$ cat src/irm_pkg.sv
// Constants, types and helpers shared by the remainder unit files
`default_nettype none
package irm_pkg;
   // Register port offsets
   localparam logic [3:0] ADDR_STATUS = 4'h0;
   localparam logic [3:0] ADDR_INT_STAT = 4'h1;
   localparam logic [3:0] ADDR_INT_MASK = 4'h2;
   localparam logic [3:0] ADDR_FP_SEL = 4'h3;
   localparam logic [3:0] ADDR_FP_DATA = 4'h4;
   // Exception byte bit positions
   localparam int EXC_BRANCH_UNORDERED_FLAG = 7;
   localparam int EXC_SIGNALING_NAN_FLAG = 6;
   localparam int EXC_OPERAND_ERROR_FLAG = 5;
   localparam int EXC_OVERFLOW_FLAG = 4;
   localparam int EXC_UNDERFLOW_FLAG = 3;
   localparam int EXC_DZ = 2;
   localparam int EXC_RESULT_INEXACT_FLAG = 1;
   localparam int EXC_DECIMAL_INPUT_INEXACT_FLAG = 0;
   // Interrupt status bit positions
   localparam int INT_DONE = 0;
   localparam int INT_OPERAND_ERROR_FLAG = 1;
   localparam int INT_ILLEGAL = 2;
   // Values after reset
   localparam logic [2:0] INT_MASK_RST = 3'h0;
   localparam logic [31:0] RDATA_RST = 32'h0000_0000;
   // Source formats
   localparam logic [2:0] FMT_LONG = 3'h0;
   localparam logic [2:0] FMT_SINGLE = 3'h1;
   localparam logic [2:0] FMT_EXT = 3'h2;
   localparam logic [2:0] FMT_PACKED = 3'h3;
   localparam logic [2:0] FMT_WORD = 3'h4;
   localparam logic [2:0] FMT_DOUBLE = 3'h5;
   localparam logic [2:0] FMT_BYTE = 3'h6;
   // Addressing modes
   localparam logic [2:0] EA_DREG = 3'h0;
   localparam logic [2:0] EA_AREG = 3'h1;
   localparam logic [2:0] EA_SPECIAL = 3'h7;
   localparam logic [2:0] EA_REG_IMM = 3'h4;
   // Command encodings
   localparam logic [3:0] CP_LINE = 4'hf;
   localparam logic [8:0] NOP_OP_LOW = 9'h080;
   localparam logic [15:0] NOP_EXT = 16'h0000;
   localparam logic [2:0] OPCLASS_GEN = 3'h0;
   localparam logic [6:0] REM_OPMODE = 7'h25;
   // Extended format numbers
   localparam logic [14:0] EXP_MAX = 15'h7fff;
   localparam logic [14:0] EXP_BIAS = 15'h3fff;
   localparam logic [14:0] SGL_BIAS = 15'h007f;
   localparam logic [14:0] DBL_BIAS = 15'h03ff;
   localparam logic [14:0] INT_EXP = 15'h401e;
   localparam logic [63:0] QNAN_MANT = 64'hc000_0000_0000_0000;

   typedef enum logic [1:0] {ST_IDLE, ST_DIVIDE, ST_ROUND, ST_NORM} irm_state_t;

   // Leading zero count, 64 for zero
   function automatic logic [6:0] irm_lzc64(input logic [63:0] v);
      logic [6:0] n;
      logic found;
      n = 7'h40;
      found = 1'b0;
      for (int i = 63; i >= 0; i--) begin
         if (!found && v[i]) begin
            n = 7'(63 - i);
            found = 1'b1;
         end
      end
      return n;
   endfunction
endpackage
`default_nettype wire

$ cat src/irm_cmd_decode.sv
// Command word decoder of the remainder unit
`timescale 1ns/1ps
`default_nettype none
module irm_cmd_decode (
   // Command words
   input wire logic [15:0] cmdOp,
   input wire logic [15:0] cmdExt,
   input wire logic [2:0] ownId,
   // Decoded fields
   output logic idMatch,
   output logic isNop,
   output logic isRem,
   output logic fromMem,
   output logic [2:0] srcSpec,
   output logic [2:0] dstReg,
   output logic eaLegal
);
   logic [2:0] eaMode;
   logic [2:0] eaReg;
   logic intFmt;
   assign eaMode = cmdOp[5:3];
   assign eaReg = cmdOp[2:0];
   assign idMatch = cmdOp[15:12] == irm_pkg::CP_LINE && cmdOp[11:9] == ownId;
   assign isNop = cmdOp[8:0] == irm_pkg::NOP_OP_LOW && cmdExt == irm_pkg::NOP_EXT;
   assign isRem = cmdOp[8:6] == irm_pkg::OPCLASS_GEN && !cmdExt[15] && !cmdExt[13]
      && cmdExt[6:0] == irm_pkg::REM_OPMODE;
   assign fromMem = cmdExt[14];
   assign srcSpec = cmdExt[12:10];
   assign dstReg = cmdExt[9:7];
   assign intFmt = srcSpec == irm_pkg::FMT_BYTE || srcSpec == irm_pkg::FMT_WORD
      || srcSpec == irm_pkg::FMT_LONG || srcSpec == irm_pkg::FMT_SINGLE;
   // Addressing mode check, register field ignored for register sources
   always_comb begin
      eaLegal = 1'b1;
      if (fromMem) begin
         case (eaMode)
            irm_pkg::EA_DREG: eaLegal = intFmt;
            irm_pkg::EA_AREG: eaLegal = 1'b0;
            irm_pkg::EA_SPECIAL: eaLegal = eaReg <= irm_pkg::EA_REG_IMM;
            default: eaLegal = 1'b1;
         endcase
         if (srcSpec == 3'h7) begin
            eaLegal = 1'b0;
         end
      end
   end
endmodule
`default_nettype wire

$ cat src/irm_to_extended.sv
// Operand conversion to normalised extended precision
`timescale 1ns/1ps
`default_nettype none
module irm_to_extended (
   // Raw operand
   input wire logic [2:0] fmt,
   input wire logic [79:0] data,
   // Extended result
   output logic sign,
   output logic [14:0] exp,
   output logic [63:0] mant
);
   always_comb begin
      logic [31:0] iv;
      logic [63:0] raw;
      logic [14:0] rawExp;
      logic [6:0] sh;
      logic pass;
      iv = data[31:0];
      raw = 64'h0000_0000_0000_0000;
      rawExp = 15'h0000;
      pass = 1'b0;
      sh = 7'h00;
      sign = 1'b0;
      exp = 15'h0000;
      mant = 64'h0000_0000_0000_0000;
      case (fmt)
         irm_pkg::FMT_LONG, irm_pkg::FMT_WORD, irm_pkg::FMT_BYTE: begin
            if (fmt == irm_pkg::FMT_WORD) begin
               iv = {{16{data[15]}}, data[15:0]};
            end else if (fmt == irm_pkg::FMT_BYTE) begin
               iv = {{24{data[7]}}, data[7:0]};
            end
            sign = iv[31];
            raw = {(iv[31] ? 32'(-iv) : iv), 32'h0000_0000};
            rawExp = irm_pkg::INT_EXP;
         end
         irm_pkg::FMT_SINGLE: begin
            sign = data[31];
            raw = {data[30:23] != 8'h00, data[22:0], 40'h00_0000_0000};
            rawExp = {7'h00, data[30:23]} + irm_pkg::EXP_BIAS - irm_pkg::SGL_BIAS;
            if (data[30:23] == 8'hff) begin
               pass = 1'b1;
               rawExp = irm_pkg::EXP_MAX;
            end else if (data[30:23] == 8'h00) begin
               rawExp = irm_pkg::EXP_BIAS - irm_pkg::SGL_BIAS + 15'h0001;
            end
         end
         irm_pkg::FMT_DOUBLE: begin
            sign = data[63];
            raw = {data[62:52] != 11'h000, data[51:0], 11'h000};
            rawExp = {4'h0, data[62:52]} + irm_pkg::EXP_BIAS - irm_pkg::DBL_BIAS;
            if (data[62:52] == 11'h7ff) begin
               pass = 1'b1;
               rawExp = irm_pkg::EXP_MAX;
            end else if (data[62:52] == 11'h000) begin
               rawExp = irm_pkg::EXP_BIAS - irm_pkg::DBL_BIAS + 15'h0001;
            end
         end
         default: begin
            sign = data[79];
            raw = data[63:0];
            rawExp = data[78:64];
            pass = data[78:64] == irm_pkg::EXP_MAX;
         end
      endcase
      sh = irm_pkg::irm_lzc64(raw);
      if (pass) begin
         exp = rawExp;
         mant = raw;
      end else if (raw != 64'h0000_0000_0000_0000) begin
         exp = rawExp - {8'h00, sh};
         mant = raw << sh;
      end
   end
endmodule
`default_nettype wire

$ cat src/irm_remainder_unit.sv
// Remainder unit: command decode, remainder datapath, status and registers
`timescale 1ns/1ps
`default_nettype none
module irm_remainder_unit #(
   parameter logic [2:0] OWN_ID = 3'h1
) (
   // Clock and reset
   input wire logic mclk,
   input wire logic rst,
   // Command port
   input wire logic cmdValid,
   input wire logic [15:0] cmdOp,
   input wire logic [15:0] cmdExt,
   input wire logic [79:0] srcData,
   input wire logic srcDecInexact,
   output logic cmdBusy,
   output logic cmdDone,
   output logic cmdIllegal,
   output logic excReport,
   // Register port
   input wire logic [3:0] regAddr,
   input wire logic [31:0] regWdata,
   input wire logic regWr,
   input wire logic regRd,
   output logic [31:0] regRdata,
   // Interrupt
   output logic irq
);
   typedef struct packed {
      irm_pkg::irm_state_t state;
      logic [7:0] fpSign;
      logic [7:0][14:0] fpExp;
      logic [7:0][63:0] fpMant;
      logic [4:0] fpSel;
      logic [3:0] cc;
      logic [7:0] quot;
      logic [7:0] exc;
      logic [2:0] intStat;
      logic [2:0] intMask;
      logic [2:0] dst;
      logic sD;
      logic [14:0] eS;
      logic [63:0] m;
      logic [65:0] r;
      logic [6:0] q;
      logic [16:0] cnt;
      logic flip;
      logic busy;
      logic done;
      logic illegal;
      logic excRep;
      logic irq;
      logic [31:0] rdata;
   } irm_core_t;

   irm_core_t st_reg;
   irm_core_t st_next;

   logic idMatch;
   logic isNop;
   logic isRem;
   logic fromMem;
   logic [2:0] srcSpec;
   logic [2:0] dstReg;
   logic eaLegal;
   logic sSign;
   logic [14:0] sExp;
   logic [63:0] sMant;
   logic dSign;
   logic [14:0] dExp;
   logic [63:0] dMant;
   logic acc;
   logic remOk;
   logic sZero;
   logic dZero;
   logic sInf;
   logic dInf;
   logic signaling_nan_flag;
   logic dNan;
   logic [16:0] nDiff;

   function automatic logic isInfOf(input logic [14:0] e, input logic [63:0] m);
      return e == irm_pkg::EXP_MAX && m[62:0] == 63'h0;
   endfunction

   function automatic logic isNanOf(input logic [14:0] e, input logic [63:0] m);
      return e == irm_pkg::EXP_MAX && m[62:0] != 63'h0;
   endfunction

   irm_cmd_decode u_decode (
      .cmdOp(cmdOp),
      .cmdExt(cmdExt),
      .ownId(OWN_ID),
      .idMatch(idMatch),
      .isNop(isNop),
      .isRem(isRem),
      .fromMem(fromMem),
      .srcSpec(srcSpec),
      .dstReg(dstReg),
      .eaLegal(eaLegal)
   );

   // Source from memory with its format, or from a floating-point register
   irm_to_extended u_src (
      .fmt(fromMem ? srcSpec : irm_pkg::FMT_EXT),
      .data(fromMem ? srcData : {st_reg.fpSign[srcSpec], st_reg.fpExp[srcSpec],
         st_reg.fpMant[srcSpec]}),
      .sign(sSign),
      .exp(sExp),
      .mant(sMant)
   );

   irm_to_extended u_dst (
      .fmt(irm_pkg::FMT_EXT),
      .data({st_reg.fpSign[dstReg], st_reg.fpExp[dstReg], st_reg.fpMant[dstReg]}),
      .sign(dSign),
      .exp(dExp),
      .mant(dMant)
   );

   assign acc = cmdValid && st_reg.state == irm_pkg::ST_IDLE && idMatch;
   assign remOk = isRem && !isNop && eaLegal;
   assign sZero = !sInf && !signaling_nan_flag && sMant == 64'h0000_0000_0000_0000;
   assign dZero = !dInf && !dNan && dMant == 64'h0000_0000_0000_0000;
   assign sInf = isInfOf(sExp, sMant);
   assign dInf = isInfOf(dExp, dMant);
   assign signaling_nan_flag = isNanOf(sExp, sMant);
   assign dNan = isNanOf(dExp, dMant);
   assign nDiff = {2'b00, dExp} - {2'b00, sExp};

   always_comb begin
      logic [65:0] m2;
      logic [65:0] rr;
      logic [6:0] sh;
      logic [2:0] ev;
      logic [2:0] w1c;
      logic wrRes;
      logic resS;
      logic [14:0] resE;
      logic [63:0] resM;
      logic [2:0] ri;
      m2 = {1'b0, st_reg.m, 1'b0};
      rr = st_reg.r;
      sh = irm_pkg::irm_lzc64(st_reg.r[63:0]);
      ev = 3'h0;
      w1c = 3'h0;
      wrRes = 1'b0;
      resS = 1'b0;
      resE = 15'h0000;
      resM = 64'h0000_0000_0000_0000;
      ri = st_reg.fpSel[4:2];
      st_next = st_reg;
      st_next.done = 1'b0;
      st_next.illegal = 1'b0;
      st_next.rdata = irm_pkg::RDATA_RST;
      // Register reads answer in the next cycle
      if (regRd) begin
         case (regAddr)
            irm_pkg::ADDR_STATUS:
               st_next.rdata = {4'h0, st_reg.cc, st_reg.quot, st_reg.exc, 8'h00};
            irm_pkg::ADDR_INT_STAT: st_next.rdata = {29'h0, st_reg.intStat};
            irm_pkg::ADDR_INT_MASK: st_next.rdata = {29'h0, st_reg.intMask};
            irm_pkg::ADDR_FP_SEL: st_next.rdata = {27'h0, st_reg.fpSel};
            irm_pkg::ADDR_FP_DATA: begin
               case (st_reg.fpSel[1:0])
                  2'h0: st_next.rdata = st_reg.fpMant[ri][31:0];
                  2'h1: st_next.rdata = st_reg.fpMant[ri][63:32];
                  2'h2: st_next.rdata = {16'h0000, st_reg.fpSign[ri], st_reg.fpExp[ri]};
                  default: st_next.rdata = irm_pkg::RDATA_RST;
               endcase
            end
            default: st_next.rdata = irm_pkg::RDATA_RST;
         endcase
      end
      // Register writes
      if (regWr) begin
         case (regAddr)
            irm_pkg::ADDR_INT_STAT: w1c = regWdata[2:0];
            irm_pkg::ADDR_INT_MASK: st_next.intMask = regWdata[2:0];
            irm_pkg::ADDR_FP_SEL: st_next.fpSel = regWdata[4:0];
            irm_pkg::ADDR_FP_DATA: begin
               case (st_reg.fpSel[1:0])
                  2'h0: st_next.fpMant[ri][31:0] = regWdata;
                  2'h1: st_next.fpMant[ri][63:32] = regWdata;
                  2'h2: begin
                     st_next.fpSign[ri] = regWdata[15];
                     st_next.fpExp[ri] = regWdata[14:0];
                  end
                  default: st_next.fpSel = st_reg.fpSel;
               endcase
            end
            default: st_next.fpSel = st_reg.fpSel;
         endcase
      end
      case (st_reg.state)
         irm_pkg::ST_IDLE: begin
            if (acc && isNop) begin
               st_next.done = 1'b1;
               st_next.excRep = st_reg.exc != 8'h00;
               ev[irm_pkg::INT_DONE] = 1'b1;
            end else if (acc && !remOk) begin
               st_next.illegal = 1'b1;
               ev[irm_pkg::INT_ILLEGAL] = 1'b1;
            end else if (acc) begin
               st_next.dst = dstReg;
               st_next.sD = dSign;
               st_next.eS = sExp;
               st_next.m = sMant;
               st_next.r = {2'b00, dMant};
               st_next.q = 7'h00;
               st_next.flip = 1'b0;
               st_next.excRep = 1'b0;
               st_next.quot = {dSign ^ sSign, 7'h00};
               st_next.exc = 8'h00;
               st_next.exc[irm_pkg::EXC_DECIMAL_INPUT_INEXACT_FLAG] = fromMem && srcSpec == irm_pkg::FMT_PACKED
                  && srcDecInexact;
               wrRes = 1'b1;
               resS = dSign;
               resE = dExp;
               resM = dMant;
               if (dNan || signaling_nan_flag) begin
                  st_next.exc[irm_pkg::EXC_SIGNALING_NAN_FLAG] = dNan ? !dMant[62] : !sMant[62];
                  resS = dNan ? dSign : sSign;
                  resM = (dNan ? dMant : sMant) | irm_pkg::QNAN_MANT;
                  resE = irm_pkg::EXP_MAX;
               end else if (sZero || dInf) begin
                  st_next.exc[irm_pkg::EXC_OPERAND_ERROR_FLAG] = 1'b1;
                  ev[irm_pkg::INT_OPERAND_ERROR_FLAG] = 1'b1;
                  resS = 1'b0;
                  resE = irm_pkg::EXP_MAX;
                  resM = irm_pkg::QNAN_MANT;
               end else if (dZero) begin
                  resE = 15'h0000;
                  resM = 64'h0000_0000_0000_0000;
               end else if (!sInf && !nDiff[16]) begin
                  wrRes = 1'b0;
                  st_next.cnt = nDiff + 17'h2;
                  st_next.state = irm_pkg::ST_DIVIDE;
               end else if (!sInf && nDiff == 17'h1ffff) begin
                  wrRes = 1'b0;
                  st_next.cnt = 17'h1;
                  st_next.state = irm_pkg::ST_DIVIDE;
               end
               // Infinite source or tiny destination keep the destination
            end
         end
         irm_pkg::ST_DIVIDE: begin
            if (st_reg.r >= m2) begin
               rr = st_reg.r - m2;
               st_next.q = {st_reg.q[5:0], 1'b1};
            end else begin
               st_next.q = {st_reg.q[5:0], 1'b0};
            end
            st_next.cnt = st_reg.cnt - 17'h1;
            if (st_reg.cnt == 17'h1) begin
               st_next.r = rr;
               st_next.state = irm_pkg::ST_ROUND;
            end else begin
               st_next.r = {rr[64:0], 1'b0};
            end
         end
         irm_pkg::ST_ROUND: begin
            // Above half, or exactly half with odd quotient, rounds up
            if (st_reg.r > {2'b00, st_reg.m} || (st_reg.r == {2'b00, st_reg.m} && st_reg.q[0])) begin
               st_next.r = m2 - st_reg.r;
               st_next.q = st_reg.q + 7'h01;
               st_next.flip = 1'b1;
            end
            st_next.state = irm_pkg::ST_NORM;
         end
         irm_pkg::ST_NORM: begin
            wrRes = 1'b1;
            st_next.quot[6:0] = st_reg.q;
            resS = st_reg.sD ^ st_reg.flip;
            if (st_reg.r[63:0] == 64'h0000_0000_0000_0000) begin
               resS = st_reg.sD;
            end else if ({8'h00, sh} >= st_reg.eS) begin
               st_next.exc[irm_pkg::EXC_UNDERFLOW_FLAG] = 1'b1;
               resE = 15'h0000;
               resM = st_reg.r[63:0] << (st_reg.eS - 15'h0001);
            end else begin
               resE = st_reg.eS - 15'h0001 - {8'h00, sh};
               resM = st_reg.r[63:0] << sh;
            end
            st_next.state = irm_pkg::ST_IDLE;
         end
         default: st_next.state = irm_pkg::ST_IDLE;
      endcase
      // Result write back and condition codes
      if (wrRes) begin
         st_next.fpSign[st_next.dst] = resS;
         st_next.fpExp[st_next.dst] = resE;
         st_next.fpMant[st_next.dst] = resM;
         st_next.cc = {resS, resE != irm_pkg::EXP_MAX && resM == 64'h0000_0000_0000_0000,
            isInfOf(resE, resM), isNanOf(resE, resM)};
         st_next.done = 1'b1;
         ev[irm_pkg::INT_DONE] = 1'b1;
      end
      // New events win over a clearing write
      st_next.intStat = (st_reg.intStat & ~w1c) | ev;
      st_next.irq = (st_next.intStat & st_next.intMask) != 3'h0;
      st_next.busy = st_next.state != irm_pkg::ST_IDLE;
   end

   always_ff @(posedge mclk or posedge rst) begin
      if (rst) begin
         st_reg <= '0;
      end else begin
         st_reg <= st_next;
      end
   end

   assign cmdBusy = st_reg.busy;
   assign cmdDone = st_reg.done;
   assign cmdIllegal = st_reg.illegal;
   assign excReport = st_reg.excRep;
   assign regRdata = st_reg.rdata;
   assign irq = st_reg.irq;
endmodule
`default_nettype wire

$ cat config.mk
export PLATFORM = sky130hd
export DESIGN_NAME = irm_remainder_unit
export DESIGN_NICKNAME = d
export VERILOG_FILES = /design/src/irm_pkg.sv /design/src/irm_cmd_decode.sv /design/src/irm_to_extended.sv /design/src/irm_remainder_unit.sv
export SDC_FILE = /design/constraint.sdc
export NUM_CORES = 2
export LEC_CHECK = 0
export ABC_AREA = 0
export BUFFER_PORTS_ARGS = -buffer_cell sky130_fd_sc_hd__buf_2
export CAP_MARGIN = 5
export CORE_AREA = 2 2 487 682
export DETAILED_ROUTE_END_ITERATION = 8
export DIE_AREA = 0 0 489 684
export PLACE_DENSITY = 0.4
export SLEW_MARGIN = 40
export SYNTH_ARGS = -nofsm -noshare
export SYNTH_HDL_FRONTEND = slang
export SYNTH_HIERARCHICAL = 1
export SYNTH_SLANG_ARGS = --single-unit
$ cat constraint.sdc
create_clock -name mclk -period 31.6 [get_ports mclk]
set_input_delay 4.74 -clock mclk [delete_from_list [all_inputs] [get_ports mclk]]
set_output_delay 4.74 -clock mclk [all_outputs]
set_load 0.1 [all_outputs]
==> impl_metrics.ini <==
[run_status]
status = finished, final reports clean

[pwr]
p_leak_nw = 41.3
switchingPower_mw = 5.31
peakVddDrop_v = 0.0000912
p_per_area_nw_per_um2 = 86.5
combPwrFrac_pct = 67.5
p_sw_share_pct = 57.9
pwr-share-clk_pct = 15.9
pwr-share-seq_pct = 16.5
power_mw = 9.17
cell_internal_pwr_mw = 3.86

[final_layout]
syn_to_final_growth_pct = 11.8
drive_gt1_share_pct = 16.3
finalNonFillerCells = 15800
finish.utilization_pct = 32.3
multi_input_area_um2 = 68300
fin_nets = 11600
regArea_um2 = 22000
largest_reg_flops = 843
fillers = 34700

[clock_tree]
numCtsBuffers = 110
post_cts_resized = 0
htreeDepth = 3
postCtsSetupBuffers = 0
cts.sinks = 880
clkSlewWorstSetupHoldPaths_ns = 0.06
postCtsHoldBufs = 0
tritoncts = done
clockRootBuffer = clkbuf_16
cts_buffer_depth = 3
clk_latency_ns = 0.83

[critical_path]
cpPeakStageDelay_ns = 0.67
critPathArrivalTime_ns = 21.32
end_kind = flop
worst_path_most_repeated_cell = buf_4
r2r_setup_slack_ns = 16.31
crit_path_start_kind = input port
crit_buf_inv = 13
critical-path-top-delay-family = simple AND/OR/NAND/NOR gates
crit_fanout = 78
criticalPathCategory = in -> reg
slowest_stage = buf_4
worst_ep_required_time_ns = 32.23

[synthesis]
synth-main-ff-cell = dfrtp_1
yosysSeqAreaShare_pct = 23.2
yosysUniqueCellTypes = 150
avgSynthCellArea_um2 = 8.18
synth_cells = 11600
ys_ff_latch = 880
synth_area_um2 = 94900
yosys_warnings = 6
synth_enable_flop_cells = 0
async_flop_share_pct = 100

[detailed_routing]
drtIter0Drc = 12400
routed_wl_um = 644000
drc_errors = 0
vias_per_cell = 6.61
wl_per_cell_um = 40.8
drtAntennaViolNets = 0
dr_total_vias = 104000
dr.pass1.iters = 6

[grt]
grt_max_degree = 136
antenna_found_initial = 80
grt_pass1_vias = 99800
gr-total-overflow = 0
grt_use_total_pct = 37.2
grt_pass1_wl_um = 874000

[die]
core_um2 = 328000
rows = 249
dieHeight_um = 684
die_width_um = 489
initial_core_util_pct = 28.9
die-area_um2 = 334000
io_pins = 191

[sta]
drv_slew = 0
timing.fmax_ghz = 0.0483
setup_viol = 0
clock_skew_ns = 0.0784
worst_pin_slew_ns = 1.02
rsz0062_at_grt = no
final.setup.worst_slack_ns = 10.91
fin_crit_sh_pct = 65.5
max_slew_margin_pct = 31.8
post-route-min-period_ns = 20.69
finalHoldViolations = 0
setup_tns_ns = 0

[placed_design]
portBuffers = 190
preCtsSetupSlack_ns = 10.52
dp.cells = 15500
dp_hpwl_um = 480000
place.gp.congestion = 1.08

[run]
cap_viol_max_count = 0

[hold_path]
min-delay-path-class = reg -> reg
-- cell type report --
class                   instances  area share (%)
repair buffers                652            4.70
multi-input cells            9297            64.4
clock buffers                 148            2.94
clock inverters                58           0.852
diodes                         63           0.149
inverters                     292            1.04
flip-flops and latches        880            20.8
well taps                    4392            5.18
-- per-layer routing --
layer,global-route usage [%],share of wire (%),up-vias
li1,-,-,43500
met1,41.5,36,52600
met2,59.2,46,6302
met3,8.45,7.9,1788
met4,33.0,11,40
met5,0,0.039,-
-- cell usage after synthesis (105+ instances only) --
cell      instances  area [um^2]
a211oi_1        411         3090
a21o_1          174         1310
a21oi_1        1065         5330
a221oi_1        155         1360
a22o_1          105          920
a22oi_1         342         2570
buf_1           105          394
buf_2           120          601
clkbuf_1        792         2970
dfrtp_1         880        22000
ha_1            248         3100
inv_1           278         1040
mux2_2          216         2430
mux2i_1         651         6520
mux4_2          324         7300
nand2_1        1147         4310
nand3_1         229         1150
nand4_1         168         1050
nor2_1          581         2180
nor2b_1         384         2400
nor3_1          184          921
nor4_1          134          838
o211ai_1        128          961
o21ai_0         900         4500
o22ai_1         112          701
xnor2_1         122         1070
-- final timing paths --
path	cells past startpoint	startpoint	end
max	52	cmdExt[10]	st_reg[699]$_DFF_PP0_
min	2	st_reg[50]$_DFFE_PP0P_	st_reg[50]$_DFFE_PP0P_
max reg2reg	50	st_reg[691]$_DFF_PP0_	st_reg[699]$_DFF_PP0_
min reg2reg	2	st_reg[50]$_DFFE_PP0P_	st_reg[50]$_DFFE_PP0P_
max in group asynchronous	6	rst	st_reg[487]$_DFF_PP0_
min in group asynchronous	2	rst	st_reg[777]$_DFF_PP0_
-- cell usage in the layout (no fill, tap or decap), drive strengths merged, types with 289 or more instances in the layout --
cell type	instances
a211oi	426
a21oi	1076
a22oi	343
buf	645
dfrtp	880
inv	289
mux2i	655
mux4	324
nand2	1150
nor2	586
nor2b	384
o21ai	980
-- power by group through the flow --
stage | sequential [mW] | clock (mW) | combinational [mW]
after CTS | 1.51 | 1.49 | 5.93
after global placement | 1.52 | 0 | 5.86
final | 1.52 | 1.46 | 6.19
after detailed placement | 1.53 | 0 | 5.91
after floorplan | 1.42 | 0 | 3.34
after global routing | 1.53 | 1.53 | 6.32
-- through the flow --
step | hold WS (ns) | instance area, um^2
CTS | 0.506 | 106000
floorplan | 0.448 | 94900
finish | 0.503 | 106000
detailed placement | 0.492 | 102000
global placement | 0.477 | 100000
global route | 0.526 | 106000
-- tightest hold or removal path, cell delays in order, from the launching register on --
cell and delay [ns]:
dfrtp_1 0.33, o21ai_0 0.07, o21ai_0 0.06
-- kinds of logic after synthesis --
| logic type | synth area share, % |
|---|---|
| AOI/OAI and AO/OA | 30.0 |
| and+or+nand+nor | 17.8 |
| buffers and inverters | 6.47 |
| muxes | 17.2 |
| DFF | 23.2 |
| adders and majority gates | 3.40 |
| xor gates and xnor gates | 1.89 |
| other | 0.00792 |
(Power assumes the default switching activity.)
